`src/hw/fault_mgr_pkg.sv`:
```
// fault manager package: codes, action encodings, sync depth
// assumes a single system clock domain
`default_nettype none
package fault_mgr_pkg;
  localparam int CODE_W = 7;
  // warning codes whose outputs the warning setting may suppress
  localparam logic [6:0] QUIET_LO = 7'h56; // 86
  localparam logic [6:0] QUIET_HI = 7'h5e; // 94
  localparam int ACT_W = 2;
  localparam logic [1:0] ACT_NONE = 2'h0;
  localparam logic [1:0] ACT_RUN = 2'h0;
  localparam int SYNC_STAGES = 2;
  localparam logic [1:0] FLASH_RST = 2'h0;
  typedef enum {
    ST_IDLE,
    ST_RAISED,
    ST_SILENCED
  } fault_state_t;
endpackage : fault_mgr_pkg
`default_nettype wire

```
`src/hw/pin_sync.sv`:
```
// two flop synchroniser for a bus of asynchronous levels
// assumes the levels are slow compared with the clock
`default_nettype none
module pin_sync #(
  parameter int WIDTH = 1
) (
  input wire logic clk_in,
  input wire logic rst_in,
  input wire logic [WIDTH-1:0] d_in,
  output logic [WIDTH-1:0] q_out
);
  logic [WIDTH-1:0] meta_reg;
  // first stage feeds only the second stage
  always_ff @(posedge clk_in or posedge rst_in) begin
    if (rst_in) begin
      meta_reg <= '0;
      q_out <= '0;
    end else begin
      meta_reg <= d_in;
      q_out <= meta_reg;
    end
  end
endmodule : pin_sync
`default_nettype wire

```
`src/hw/pump_alarm_warning_manager.sv`:
```
// pump fault manager: sorts faults, drives lamp, outputs, buzzer, log
// assumes fault inputs and buttons are asynchronous pins; log and
// action consumers run on CLK_IN
`default_nettype none
module pump_alarm_warning_manager
  import fault_mgr_pkg::*;
#(
  parameter int FLASH_DIV = 5000000, // half period of lamp flash in cycles
  parameter logic [ACT_W*128-1:0] ACTION_MAP = '0 // action per alarm code
) (
  input wire logic CLK_IN,
  input wire logic RST_IN,
  input wire logic ALARM_DET_IN,       // alarm-class fault present
  input wire logic WARN_DET_IN,        // warning-class fault present
  input wire logic [CODE_W-1:0] CODE_IN, // code of present fault
  input wire logic SURGE_IN,           // rapid vacuum pressure rise
  input wire logic RESET_CMD_IN,       // operator reset button or remote
  input wire logic WARN_OUT_EN_IN,     // warning output menu setting
  output logic LAMP_OUT,
  output logic ALARM_OUT,
  output logic WARNING_OUT,
  output logic BUZZER_OUT,
  output logic BRAKE_OUT,
  output logic DISPLAY_VALID_OUT,
  output logic [CODE_W-1:0] DISPLAY_CODE_OUT,
  output logic [ACT_W-1:0] ACTION_OUT,
  output logic LOG_WR_OUT,
  output logic [CODE_W-1:0] LOG_CODE_OUT
);
  localparam int FW = $clog2(FLASH_DIV + 1);
  // a zero divider would leave the flash counter without a wrap point
  if (FLASH_DIV < 1) begin : g_bad_div
    $error("FLASH_DIV must be at least one");
  end

  logic [CODE_W+4-1:0] raw_bus;
  logic [CODE_W+4-1:0] sync_bus;
  logic alarm_s, warn_s, surge_s, rst_s, wen_s;
  logic [CODE_W-1:0] code_s;
  // fault and reset pins cross into the clock domain before anything reads them
  assign raw_bus = {ALARM_DET_IN, WARN_DET_IN, SURGE_IN, RESET_CMD_IN, CODE_IN};
  pin_sync #(.WIDTH(CODE_W + 4)) u_sync (
    .clk_in(CLK_IN),
    .rst_in(RST_IN),
    .d_in(raw_bus),
    .q_out(sync_bus)
  );
  assign {alarm_s, warn_s, surge_s, rst_s, code_s} = sync_bus;
  // the menu setting is static logic on this clock
  assign wen_s = WARN_OUT_EN_IN;

  fault_state_t state_reg, state_next;
  logic is_alarm_reg, is_alarm_next;
  logic quiet_reg, quiet_next;
  logic [CODE_W-1:0] code_reg, code_next;
  logic rst_prev_reg;
  logic [FW-1:0] flash_cnt_reg;
  logic flash_reg;

  // suppressible warning band
  function automatic logic in_quiet(input logic [CODE_W-1:0] c);
    in_quiet = (c >= QUIET_LO) && (c <= QUIET_HI);
  endfunction : in_quiet

  wire fault_now = alarm_s | warn_s | surge_s;
  wire alarm_now = alarm_s | surge_s;
  wire rst_edge = rst_s & ~rst_prev_reg;
  wire new_quiet = ~alarm_now & ~wen_s & in_quiet(code_s);
  wire raise = (state_reg == ST_IDLE) && fault_now;

  // fault sequence: raise, silence, clear
  always_comb begin
    state_next = state_reg;
    is_alarm_next = is_alarm_reg;
    quiet_next = quiet_reg;
    code_next = code_reg;
    case (state_reg)
      ST_IDLE: begin
        if (fault_now) begin
          state_next = ST_RAISED;
          is_alarm_next = alarm_now;
          quiet_next = new_quiet;
          code_next = code_s;
        end
      end
      ST_RAISED: begin
        if (alarm_now && !is_alarm_reg) begin
          // an alarm outranks a pending warning
          is_alarm_next = 1'b1;
          quiet_next = 1'b0;
          code_next = code_s;
        end else if (rst_edge) begin
          if (quiet_reg) begin
            // quiet warning: first reset is the clearing one
            state_next = fault_now ? ST_RAISED : ST_IDLE;
          end else begin
            state_next = ST_SILENCED;
          end
        end
      end
      ST_SILENCED: begin
        if (rst_edge) begin
          // clearing reset needs the cause removed beforehand
          state_next = fault_now ? ST_RAISED : ST_IDLE;
        end
      end
      default: state_next = ST_IDLE;
    endcase
  end

  wire active = (state_next != ST_IDLE);
  wire loud = active && !quiet_next;
  wire buzz = (state_next == ST_RAISED) && !quiet_next;
  wire relog = rst_edge && fault_now && (state_reg != ST_IDLE)
    && (state_next == ST_RAISED);
  wire [ACT_W-1:0] act = ACTION_MAP[code_next*ACT_W +: ACT_W];
  // brake engages on surge except while a warning is silenced, and holds until the alarm is cleared
  wire brake_next = active && is_alarm_next && (surge_s || BRAKE_OUT);

  // lamp flash timebase; free running keeps the logic small
  always_ff @(posedge CLK_IN or posedge RST_IN) begin
    if (RST_IN) begin
      flash_cnt_reg <= '0;
      flash_reg <= 1'b0;
    end else if (flash_cnt_reg == FW'(FLASH_DIV - 1)) begin
      flash_cnt_reg <= '0;
      flash_reg <= ~flash_reg;
    end else begin
      flash_cnt_reg <= flash_cnt_reg + 1'b1;
    end
  end

  // state and registered outputs
  always_ff @(posedge CLK_IN or posedge RST_IN) begin
    if (RST_IN) begin
      state_reg <= ST_IDLE;
      is_alarm_reg <= 1'b0;
      quiet_reg <= 1'b0;
      code_reg <= '0;
      rst_prev_reg <= 1'b0;
      LAMP_OUT <= 1'b0;
      ALARM_OUT <= 1'b0;
      WARNING_OUT <= 1'b0;
      BUZZER_OUT <= 1'b0;
      BRAKE_OUT <= 1'b0;
      DISPLAY_VALID_OUT <= 1'b0;
      DISPLAY_CODE_OUT <= '0;
      ACTION_OUT <= ACT_NONE;
      LOG_WR_OUT <= 1'b0;
      LOG_CODE_OUT <= '0;
    end else begin
      state_reg <= state_next;
      is_alarm_reg <= is_alarm_next;
      quiet_reg <= quiet_next;
      code_reg <= code_next;
      rst_prev_reg <= rst_s;
      // steady for alarms, flashing for warnings, dark for quiet warnings
      LAMP_OUT <= loud && (is_alarm_next || flash_reg);
      ALARM_OUT <= active && is_alarm_next;
      WARNING_OUT <= loud && !is_alarm_next;
      BUZZER_OUT <= buzz;
      BRAKE_OUT <= brake_next;
      DISPLAY_VALID_OUT <= active;
      DISPLAY_CODE_OUT <= active ? code_next : '0;
      ACTION_OUT <= (active && is_alarm_next) ? act : ACT_RUN;
      // one log entry per detection, quiet ones included
      LOG_WR_OUT <= raise || relog || (state_reg == ST_RAISED && alarm_now
        && !is_alarm_reg);
      LOG_CODE_OUT <= code_s;
    end
  end
endmodule : pump_alarm_warning_manager
`default_nettype wire

```
`config.mk`:
```
export PLATFORM = sky130hd
export DESIGN_NAME = pump_alarm_warning_manager
export DESIGN_NICKNAME = d
export VERILOG_FILES = /design/src/hw/fault_mgr_pkg.sv /design/src/hw/pin_sync.sv /design/src/hw/pump_alarm_warning_manager.sv
export SDC_FILE = /design/constraint.sdc
export NUM_CORES = 1
export LEC_CHECK = 0
export BUFFER_PORTS_ARGS = -buffer_cell sky130_fd_sc_hd__buf_4
export CORE_MARGIN = 4
export CORE_UTILIZATION = 47
export DETAILED_ROUTE_END_ITERATION = 10
export PLACE_DENSITY = 0.69
export SYNTH_ARGS = -nofsm -noshare
export SYNTH_HDL_FRONTEND = slang
export SYNTH_SLANG_ARGS = --single-unit
```
`constraint.sdc`:
```
create_clock -name CLK_IN -period 4.25 [get_ports CLK_IN]
set_clock_uncertainty 0.15 [all_clocks]
set_input_delay 0 -clock CLK_IN [delete_from_list [all_inputs] [get_ports CLK_IN]]
set_output_delay 0 -clock CLK_IN [all_outputs]
set_load 0.05 [all_outputs]
```
After elaboration in Yosys (flattened, before gate mapping)
Index checks and enable logic that the tools add are counted.
Word-level totals
  bits in registers: 111
  bits of input ports: 14
  output and inout bits: 23
  logic and storage cells: 82
Cells by class
  $add $sub $neg: 1
  $lt $le $gt $ge: 2
  equal/unequal tests: 5
  shift operators: 1
  multiplexer cells: 19
  bitwise gates (word level): 10
  reduce and logical (&&, ||, !) cells: 25
Operator list (count)
  $shiftx 256x9->2 const A: 1
  $mux 32: 4
  $eq 32x2->1 const B: 3
  $pmux 32 s3: 1
  $logic_not 32->1: 2
  $reduce_bool 32->1: 2
  $eq 32x1->1 const B: 1
  $add 23x1->23 const B: 1
  $eq 23x23->1 const B: 1
  $mux 23: 1
  $mux 7: 3
  $logic_and 1x1->1: 14
  $pmux 7 s2: 1
  $ge 7x7->1 const B: 1
  $le 7x7->1 const B: 1
  $mux 1: 5
  $logic_or 1x1->1: 4
  $mux 2: 2
  $not 1->1: 4
  $pmux 1 s2: 2
  $and 1x1->1: 3
  $logic_not 1->1: 3
  $or 1x1->1: 3

Depth between registers and ports, before layout
Gate-level depths: netlist (run 1).
  word-level depth: 11
  gate-level depth with buffers: 6

Modules after synthesis
A second synthesis (run 1) with hierarchy kept.
Second synthesis, totals
  cells, all modules: 261
  area total of the unflattened synthesis: 3723.6 um2
Modules (own cells, without submodules)
  pump_alarm_warning_manager: instances 1, cells an instance 238, area an instance 3169.3 um2
  pin_sync: instances 1, cells an instance 23, area an instance 554.3 um2

Worst setup path before layout (run 1)
Ideal clock, no wire load.
  path kind: register to register
  from: register state_reg[24]
  to: register DISPLAY_CODE_OUT[0]
  library setup time: 0.120 ns
  data arrival time: 1.896 ns
  setup slack: 2.085 ns
  stages on the path, launching flop included: 6
  clock period less this slack: 2.165 ns
  cell sequence: dfrtp_1 > nor4_1 > nand4_1 > nor4_4 > mux2_2 > and2b_2
Between the ends
  elaborated cells on any way between the ends: 11
  those cells by class: 2 x eq/ne; 7 x mux; 2 x reduce/logical
RTL lines
  start, declared: line pump_alarm_warning_manager.sv:52  | fault_state_t state_reg, state_next;
  start signal, assigned: line pump_alarm_warning_manager.sv:152  | state_reg <= state_next;
  $eq 32x1->1 or $logic_not 32->1 (tied branches): line pump_alarm_warning_manager.sv:77  | case (state_reg)
  $pmux 7 s2 *: line pump_alarm_warning_manager.sv:77
  net code_next[0]: line pump_alarm_warning_manager.sv:55  | logic [CODE_W-1:0] code_reg, code_next;
  $mux 7 *: line pump_alarm_warning_manager.sv:164  | DISPLAY_CODE_OUT <= active ? code_next : '0;
  end signal, assigned: line pump_alarm_warning_manager.sv:164
  end, declared: line pump_alarm_warning_manager.sv:25  | output logic [CODE_W-1:0] DISPLAY_CODE_OUT,
The timed path passes the listed nets; every way through them passes the cells marked *.
A chain may end at the register's enable or synchronous reset.

Worst setup path in the final report (run 1)
  from: register state_reg[27]
  to: register DISPLAY_CODE_OUT[4]
Same word-level chain as after synthesis.

==> run_results.csv, run 1 <==
group,metric,value,unit
detailed_routing,routed_wl,5907,µm
run,drv_cap,0,
sta,max_freq,400.5,MHz
outcome,outcome,"complete, no violations",
power,p_int,1.322,mW
detailed_routing,wl_per_cell,12.84,µm
yosys,synthDistinctLibCells,38,
sta,hold_violations,0,
die,die_h,97.16,µm
yosys,seq_area_frac_synth,0.7301,
place,place_congestion,0.7747,
yosys,syn-mean-instance-area,13.99,µm²
grt,overflow,0,
yosys,synth.ff_latch_count,109,
die,start_util,0.4835,
die,die-area,9439,µm²
sta,post-route-min-period,2.497,ns
yosys,synthCells,267,
worst_setup_path,worstSetupStartpointType,"flop",
layout,nNetsFinal,368,
hold_path,holdCritStartpoint,"ALARM_DET_IN",
layout,drive_above_1_share,0.1844,
sta,rsz0062_at_grt,"no",
clocking,numCtsBuffers,9,
detailed_routing,dr.pass1.iters,4,
yosys,synth-warning-count,0,
hold_path,holdPathStages,2,
sta,finalCritPeriodShare,0.5875,
clocking,cts_buffer_depth,2,
sta,setup_violations,0,
place,place_hpwl,3896,µm
die,die_w,97.16,µm
sta,slew_headroom,0.3690,
grt,grt_pass1_wl,10340,µm
power,p_sw_frac,0.2217,
yosys,synthArstFlopShare,1.000,
place,dp.cells,431,
grt,antenna_found_initial,0,
layout,final_common_cell,"dfrtp_1",
worst_setup_path,critPathMaxFanout,7,
detailed_routing,drcViolationCount,0,
grt,grt_start_max_net_pins,69,
sta,worstMarginPinSlew,0.9414,ns
clocking,clock_latency,0.34,ns
die,core,7727,µm²
yosys,synth_edf_count,0,
die,num_rows,32,
clocking,cts.clk_slew.worst_paths,0.09,ns
worst_setup_path,critical_path.endpoint,"DISPLAY_CODE_OUT[4]$_DFF_PP0_",
layout,final_cell_area,4534,µm²
worst_setup_path,reg2reg_slack,1.75,ns
power,leakagePower,2.142,nW
clocking,clock-sinks,109,
sta,worst_slack,1.753,ns
worst_setup_path,worst-setup-path-type,"reg2reg",
place,io_buffers,34,
worst_setup_path,arrival,2.58,ns
power,combPwrFrac,0.043,
worst_setup_path,cp-end-kind,"flop",
layout,fillerInstances,620,
yosys,synth_area,3736,µm²
layout,largest_reg_flops,32,
power,p_per_area,374.7,nW/µm²
sta,slew_violations,0,
detailed_routing,via_per_inst,4.659,
sta,totalNegativeSetupSlack,0,ns
worst_setup_path,cp.required,4.33,ns
place,post_dp_cell_area,4227,µm²
detailed_routing,num_vias,2143,
layout,diodes,0,
worst_setup_path,crit_start,"state_reg[27]$_DFF_PP0_",
power,p_clk_frac,0.324,
detailed_routing,drt_iter0_drc,87,
yosys,ys.flop_type,"dfrtp_1",
grt,grt_use_total,0.1370,
layout,syn2layout_area_growth,21.37,%
layout,fin_util,0.5868,
worst_setup_path,r2r_end,"DISPLAY_CODE_OUT[4]$_DFF_PP0_",
worst_setup_path,r2r-start,"state_reg[27]$_DFF_PP0_",
layout,final_cell_mix,"dfrtp_1 (109), buf_4 (35), conb_1 (32), nor2_1 (20), nand2_1 (15)",
clocking,h-tree-depth,3,
place,place_worst_setup_slack,1.701,ns
hold_path,hold_class,"in2reg",
worst_setup_path,r2r_cells,5,
layout,fin_cells,460,
grt,grt_pass1_vias,2223,
detailed_routing,final_antenna_net_count,0,
die,ioPinCount,37,
clocking,tritoncts,"done",
power,ir_worst_vdd,0.2068,mV
power,seq_power_share,0.633,
power,netSwitchingPower,0.3767,mW
clocking,clock-root-buffer,"clkbuf_8",
[cell type report]
type	instances	area, µm²	area share
Tap cell	102	127.6	0.02815
Sequential cell	109	2728	0.6015
Timing Repair Buffer	48	392.9	0.08664
Inverter	7	28.78	0.006347
Clock buffer	12	145.1	0.03201
Multi-Input combinational cell	178	1080	0.2381
Clock inverter	4	32.53	0.007174
[how the worst min path moves through the flow]
stage | end | slack (ns)
after global routing | u_sync.meta_reg[10]$_DFF_PP0_ | 0.13
after CTS | u_sync.meta_reg[0]$_DFF_PP0_ | 0.12
final | u_sync.meta_reg[10]$_DFF_PP0_ | 0.15
after global placement | u_sync.meta_reg[0]$_DFF_PP0_ | -0.04
after detailed placement | u_sync.meta_reg[10]$_DFF_PP0_ | -0.04
after floorplan | u_sync.meta_reg[0]$_DFF_PP0_ | -0.12
[routing by layer]
metal / global-route usage / wire (µm)
met1: 0.1745 / 2658
met2: 0.2229 / 2908
met3: 0.04379 / 276
met4: 0.04536 / 64
met5: 0 / 0
[worst max-delay path: stages, from the launching register on]
cell and delay (ns):
dfrtp_1 0.37, nor4_1 0.34, nand4_1 0.33, nor4_4 0.61, mux2_2 0.41, and2b_2 0.19
[repair_timing]
action | CTS | global route
resized for setup | 0 | 0
setup buffers | 0 | 0
hold buffers | 13 | 0
endpoints found under the hold margin | 80 | 0
[per-stage QoR]
step	hold WS (ns)	power [mW]
after global routing	0.1313	1.782
after CTS	0.1242	1.721
after detailed placement	-0.03934	1.160
final	0.1518	1.699
after floorplan	-0.1186	1.135
after global placement	-0.04028	1.159
[power groups by stage]
stage | Combinational (mW) | Clock, mW | Sequential, mW
after floorplan | 0.0295 | 0 | 1.11
after global placement | 0.0629 | 0 | 1.10
after detailed placement | 0.0634 | 0 | 1.10
after CTS | 0.0730 | 0.572 | 1.08
after global routing | 0.0822 | 0.620 | 1.08
final | 0.0724 | 0.551 | 1.08
[logic make-up after synthesis]
logic type                 after synthesis  share of synthesized area
AOI/OAI and AO/OA                       15                    0.02612
xor gates and xnor gates                18                    0.04220
adders and majority gates                1                   0.003348
buffers and inverters                   11                    0.01339
DFF                                    109                     0.7301
muxes                                   10                    0.02914
other                                    1                   0.001004
and+or+nand+nor                        102                     0.1547
[cell usage after synthesis (3+ instances only)]
master    number  area (µm²)
a21oi_1        3       15.01
and2_1         3       18.77
and2b_2        5       43.79
and3_1         3       18.77
dfrtp_1      109        2728
inv_1          7       26.28
mux2_2         7       78.83
mux2i_1        3       30.03
nand2_1       15       56.30
nand2b_1       5       31.28
nand3_1       11       55.05
nand4_1       11       68.82
nor2_1        20       75.07
nor3_1         5       25.02
nor4_1         9       56.30
nor4b_1        3       26.28
o21ai_0        5       25.02
xnor2_1        9       78.83
xor2_1         9       78.83
No activity file was read; power rests on OpenSTA's default activity.
==> run 2, diff against run 1 <==
Settings changed: PLACE_DENSITY 0.69 to 0.71.
Clock period 4.25 ns to 2.2 ns, I/O delays scaled along.
==> run 2 against run 1 <==
Compared with the run above:
- routed wire length grew 4.4%
- register-to-register slack worse by 1.7 ns
- die area unchanged
- global-route usage rose by 0.82 points
- total power rose by 99%
- combinational power grew 100%
- first-iteration DRC count is 47% higher
- highest routed layer unchanged
==> run_results.csv, run 2 (synthesis results as in run 1) <==
group,metric,value,unit
outcome,outcome,"complete, no violations",
worst_setup_path,critPathSlowestCell,"dfrtp_1",
worst_setup_path,worst-setup-path-type,"reg2reg",
die,die_w,97.16,µm
layout,final_cell_mix,"dfrtp_1 (109), buf_4 (42), conb_1 (32), nor2_1 (20), nand2_1 (14)",
place,post_dp_cell_area,4303,µm²
worst_setup_path,critPathMaxFanout,7,
place,dp.cells,440,
power,leakagePower,2.220,nW
detailed_routing,wl_per_cell,13.14,µm
sta,slew_violations,0,
power,ir_worst_vdd,0.3884,mV
sta,totalNegativeSetupSlack,0,ns
worst_setup_path,cp_top_family,"simple AND/OR/NAND/NOR gates",
power,p_per_area,721.7,nW/µm²
layout,diodes,0,
layout,drive_above_1_share,0.2289,
sta,hold_slack,0.006305,ns
clocking,tritoncts,"done",
worst_setup_path,crit_path_max_incr_delay,0.38,ns
sta,rsz0062_at_grt,"yes",
clocking,h-tree-depth,3,
layout,fillerInstances,614,
place,io_buffers,34,
place,place_worst_setup_slack,-0.06528,ns
worst_setup_path,arrival,2.28,ns
detailed_routing,final_antenna_net_count,0,
grt,grt_pass1_vias,2287,
layout,fin_cells,469,
sta,worst_slack,0.04163,ns
grt,grt_pass1_wl,10960,µm
detailed_routing,num_vias,2185,
run,drv_cap,0,
layout,largest_reg_flops,32,
die,num_rows,32,
sta,hold_violations,0,
grt,top_usage_layer,"met2",
grt,met1_usage,0.1868,
layout,final_common_cell,"dfrtp_1",
detailed_routing,routed_wl,6165,µm
layout,nNetsFinal,377,
detailed_routing,dr.pass1.iters,4,
clocking,cts.clk_slew.worst_paths,0.11,ns
sta,setup_violations,0,
die,ioPinCount,37,
sta,max_freq,463.3,MHz
detailed_routing,drcViolationCount,0,
clocking,clock_latency,0.37,ns
worst_setup_path,cp-end-kind,"flop",
detailed_routing,drt_iter0_drc,128,
detailed_routing,via_per_inst,4.659,
worst_setup_path,path_buf_inv,1,
die,core,7727,µm²
hold_path,hold_class,"in2async",
sta,slew_headroom,0.6550,
grt,grt_use_total,0.1452,
die,die-area,9439,µm²
worst_setup_path,worstSetupStartpointType,"flop",
layout,syn2layout_area_growth,25.65,%
die,start_util,0.4835,
grt,antenna_found_initial,0,
layout,fin_util,0.6075,
sta,post-route-min-period,2.158,ns
grt,met3_usage,0.04810,
clocking,clock-root-buffer,"clkbuf_8",
grt,grt_start_max_net_pins,67,
clocking,numCtsBuffers,9,
place,place_hpwl,4172,µm
clocking,cts_setup_buffers,0,
clocking,clock-sinks,109,
worst_setup_path,crit_chain,"nor4_2 > nand4_1 > nor4_4 > buf_6 > mux2_2 > and2b_2",
layout,final_cell_area,4695,µm²
place,place_congestion,0.8559,
clocking,cts_buffer_depth,2,
grt,overflow,0,
worst_setup_path,cp.required,2.32,ns
sta,worstMarginPinSlew,0.5127,ns
die,die_h,97.16,µm
power,totalPowerFinal,3.388,mW
worst_setup_path,reg2reg_slack,0.04,ns
sta,finalCritPeriodShare,0.9811,
grt,grt_use_met2,0.2362,
[run 2: cell count changes in the layout (fill, tap and decap cells not counted), sizes merged]
| cell | change |
|---|---|
| buf | +9 |
| clkbuf | -3 |
| clkinv | +3 |
| clkinvlp | -1 |
| inv | +1 |
[run 2: worst paths after layout]
check	startpoint	endpoint	cells after the start
worst max-delay path	state_reg[13]$_DFF_PP0_	DISPLAY_CODE_OUT[0]$_DFF_PP0_	6
worst min-delay path	RST_IN	flash_cnt_reg[1]$_DFF_PP0_	3
worst max register to register	state_reg[13]$_DFF_PP0_	DISPLAY_CODE_OUT[0]$_DFF_PP0_	6
worst min register to register	u_sync.meta_reg[9]$_DFF_PP0_	u_sync.q_out[9]$_DFF_PP0_	0
max in group asynchronous	RST_IN	flash_cnt_reg[21]$_DFF_PP0_	4
min in group CLK_IN	CODE_IN[2]	u_sync.meta_reg[2]$_DFF_PP0_	2
[run 2: power by group]
part           switching [mW]  total (mW)  leakage (nW)  internal [mW]
Combinational          0.0947       0.146         0.753         0.0509
Clock                   0.710        1.16         0.103          0.451
Sequential             0.0239        2.08          1.36           2.06
[run 2: final cells by class]
class	instances	area, µm²	area share
flip-flops and latches	109	2728	0.5810
multi-input cells	178	1131	0.2409
repair buffers	57	476.7	0.1015
well taps	102	127.6	0.02719
clock buffers	9	123.9	0.02639
clock inverters	7	77.57	0.01652
inverters	7	30.03	0.006397
[run 2: worst register-to-register path: cells and delay by family (launching register included)]
family,cells,cell delay (ns)
buffers and inverters,1,0.18
flip-flops,1,0.38
multiplexers,1,0.35
AND/OR/NAND/NOR,4,1.02
[run 2: repair_timing]
action,CTS,global route
hold endpoints to repair,122,0
pin swaps,0,3
endpoints found under the setup margin,12,15
resized for setup,3,10
hold buffers,13,0
[run 2: routing by layer]
metal,share of wire,up-vias
met4,0.012,0
li1,-,1073
met3,0.046,8
met2,0.51,44
met1,0.43,1060
met5,0,-
==> run 3, diff against run 2 <==
Settings changed: BUFFER_PORTS_ARGS -buffer_cell sky130_fd_sc_hd__buf_4 to unset, DONT_BUFFER_PORTS set to 1, PLACE_DENSITY 0.71 to 0.67.
==> run 3 against run 2 <==
Compared with the run above:
- clock power about the same
- critical path depth up 2
- total power down 0.14%
- count of clock-buffer cells in the layout up 2
- highest routed layer unchanged
- hold slack better by 0.033 ns
- combinational power down 37%
- largest power group unchanged
==> run_results.csv, run 3 (synthesis results as in run 1) <==
group,metric,value,unit
outcome,outcome,"complete, no violations",
layout,largest_reg_flops,32,
clocking,tritoncts,"done",
detailed_routing,final_antenna_net_count,0,
power,totalPowerFinal,3.383,mW
grt,grt_pass1_vias,2158,
place,place_worst_setup_slack,-0.1759,ns
grt,grt_pass1_wl,10320,µm
detailed_routing,wl_per_cell,13.68,µm
layout,nNetsFinal,342,
worst_setup_path,arrival,2.27,ns
sta,post-route-min-period,2.135,ns
grt,grt_start_max_net_pins,110,
detailed_routing,dr.pass1.iters,4,
layout,fillerInstances,627,
sta,slew_headroom,0.6365,
grt,grt_use_total,0.1365,
worst_setup_path,critPathMaxFanout,5,
layout,multiInputGateArea,1150,µm²
die,die_w,97.16,µm
sta,slew_violations,0,
clocking,h-tree-depth,3,
layout,diodes,0,
worst_setup_path,worstSetupStartpointType,"flop",
worst_setup_path,cp.required,2.33,ns
power,leakagePower,2.040,nW
place,dp.cells,404,
sta,worstMarginPinSlew,0.5453,ns
place,io_buffers,0,
clocking,cts.clk_slew.worst_paths,0.10,ns
layout,final_common_cell,"dfrtp_1",
sta,max_freq,468.4,MHz
clocking,clock-sinks,109,
worst_setup_path,reg2reg_slack,0.07,ns
detailed_routing,num_vias,2108,
sta,hold_slack,0.03973,ns
die,start_util,0.4835,
grt,antenna_found_initial,0,
clocking,numCtsBuffers,9,
sta,finalCritPeriodShare,0.9704,
sta,worst_slack,0.06501,ns
layout,fin_util,0.5763,
place,place_congestion,0.8379,
detailed_routing,drt_iter0_drc,112,
worst_setup_path,worst-setup-path-type,"reg2reg",
power,p_per_area,759.8,nW/µm²
run,drv_cap,0,
clocking,cts_buffer_depth,2,
clocking,clock-root-buffer,"clkbuf_8",
grt,overflow,0,
detailed_routing,drcViolationCount,0,
clocking,clock_latency,0.35,ns
layout,drive_above_1_share,0.1566,
sta,rsz0062_at_grt,"yes",
place,place_hpwl,3904,µm
layout,final_cell_mix,"dfrtp_1 (109), conb_1 (32), nor2_1 (20), nand2_1 (14), dlygate4sd3_1 (13)",
layout,syn2layout_area_growth,19.19,%
sta,setup_violations,0,
die,ioPinCount,37,
die,core,7727,µm²
die,die-area,9439,µm²
layout,fin_cells,434,
power,ir_worst_vdd,0.5184,mV
detailed_routing,via_per_inst,4.857,
sta,hold_violations,0,
layout,register_area,2728,µm²
die,die_h,97.16,µm
worst_setup_path,cp-end-kind,"flop",
hold_path,hold_class,"in2reg",
detailed_routing,routed_wl,5937,µm
die,num_rows,32,
[run 3: cell count changes in the layout (fill, tap and decap cells not counted), sizes merged]
| cell | before | now |
|---|---|---|
| buf | 44 | 9 |
| clkbuf | 9 | 11 |
| clkinv | 4 | 1 |
| clkinvlp | 1 | 2 |
[run 3: repair_timing]
action                                 in CTS  in global routing
setup endpoints to repair                  13                 13
pin swaps                                   2                  6
endpoints found under the hold margin     122                  0
gates cloned                                0                  0
gates resized for setup                     6                  9
hold buffers                               13                  0
buffers inserted                            1                  0
[run 3: final cells by class]
| cell class | count | share of cell area |
|---|---|---|
| sequential | 109 | 0.6125 |
| timing repair buffer | 22 | 0.04805 |
| multi-input combinational | 178 | 0.2582 |
| inverter | 7 | 0.006743 |
| clock inverter | 5 | 0.01180 |
| clock buffer | 11 | 0.03400 |
| tap | 102 | 0.02866 |
[run 3: where the power goes]
part / internal (mW) / switching [mW]
Clock: 0.500 / 0.684
Combinational: 0.0279 / 0.0634
Sequential: 2.06 / 0.0508
Total: 2.59 / 0.798
[run 3: worst max-delay path: stages, from the launching register on]
cell,delay (ns)
dfrtp_1,0.39
nor4_2,0.31
nand4_1,0.12
buf_4,0.17
buf_4,0.15
o41ai_2,0.26
a21boi_2,0.31
inv_1,0.09
nor2_1,0.10
[run 3: through the flow]
stage               cell area (µm²)  setup TNS (ns)
finish                         4453               0
global route                   4453        -0.06585
CTS                            4407               0
detailed placement             4033          -1.082
global placement               4033         -0.6964
floorplan                      3856               0
[run 3: path summary, 6_finish.rpt]
check | from | endpoint | depth (start not counted)
max | state_reg[15]$_DFF_PP0_ | WARNING_OUT$_DFF_PP0_ | 8
min | CODE_IN[0] | u_sync.meta_reg[0]$_DFF_PP0_ | 1
max reg2reg | state_reg[15]$_DFF_PP0_ | WARNING_OUT$_DFF_PP0_ | 8
min reg2reg | u_sync.meta_reg[0]$_DFF_PP0_ | u_sync.q_out[0]$_DFF_PP0_ | 0
max in group asynchronous | RST_IN | u_sync.meta_reg[0]$_DFF_PP0_ | 3
min in group asynchronous | RST_IN | flash_cnt_reg[5]$_DFF_PP0_ | 3
[run 3: per-layer routing]
layer / GRT usage / up-vias / routed length, µm
li1: - / 1006 / -
met1: 0.1697 / 1039 / 2580
met2: 0.2224 / 54 / 2955
met3: 0.04953 / 9 / 331
met4: 0.04536 / 0 / 70
met5: 0 / - / 0
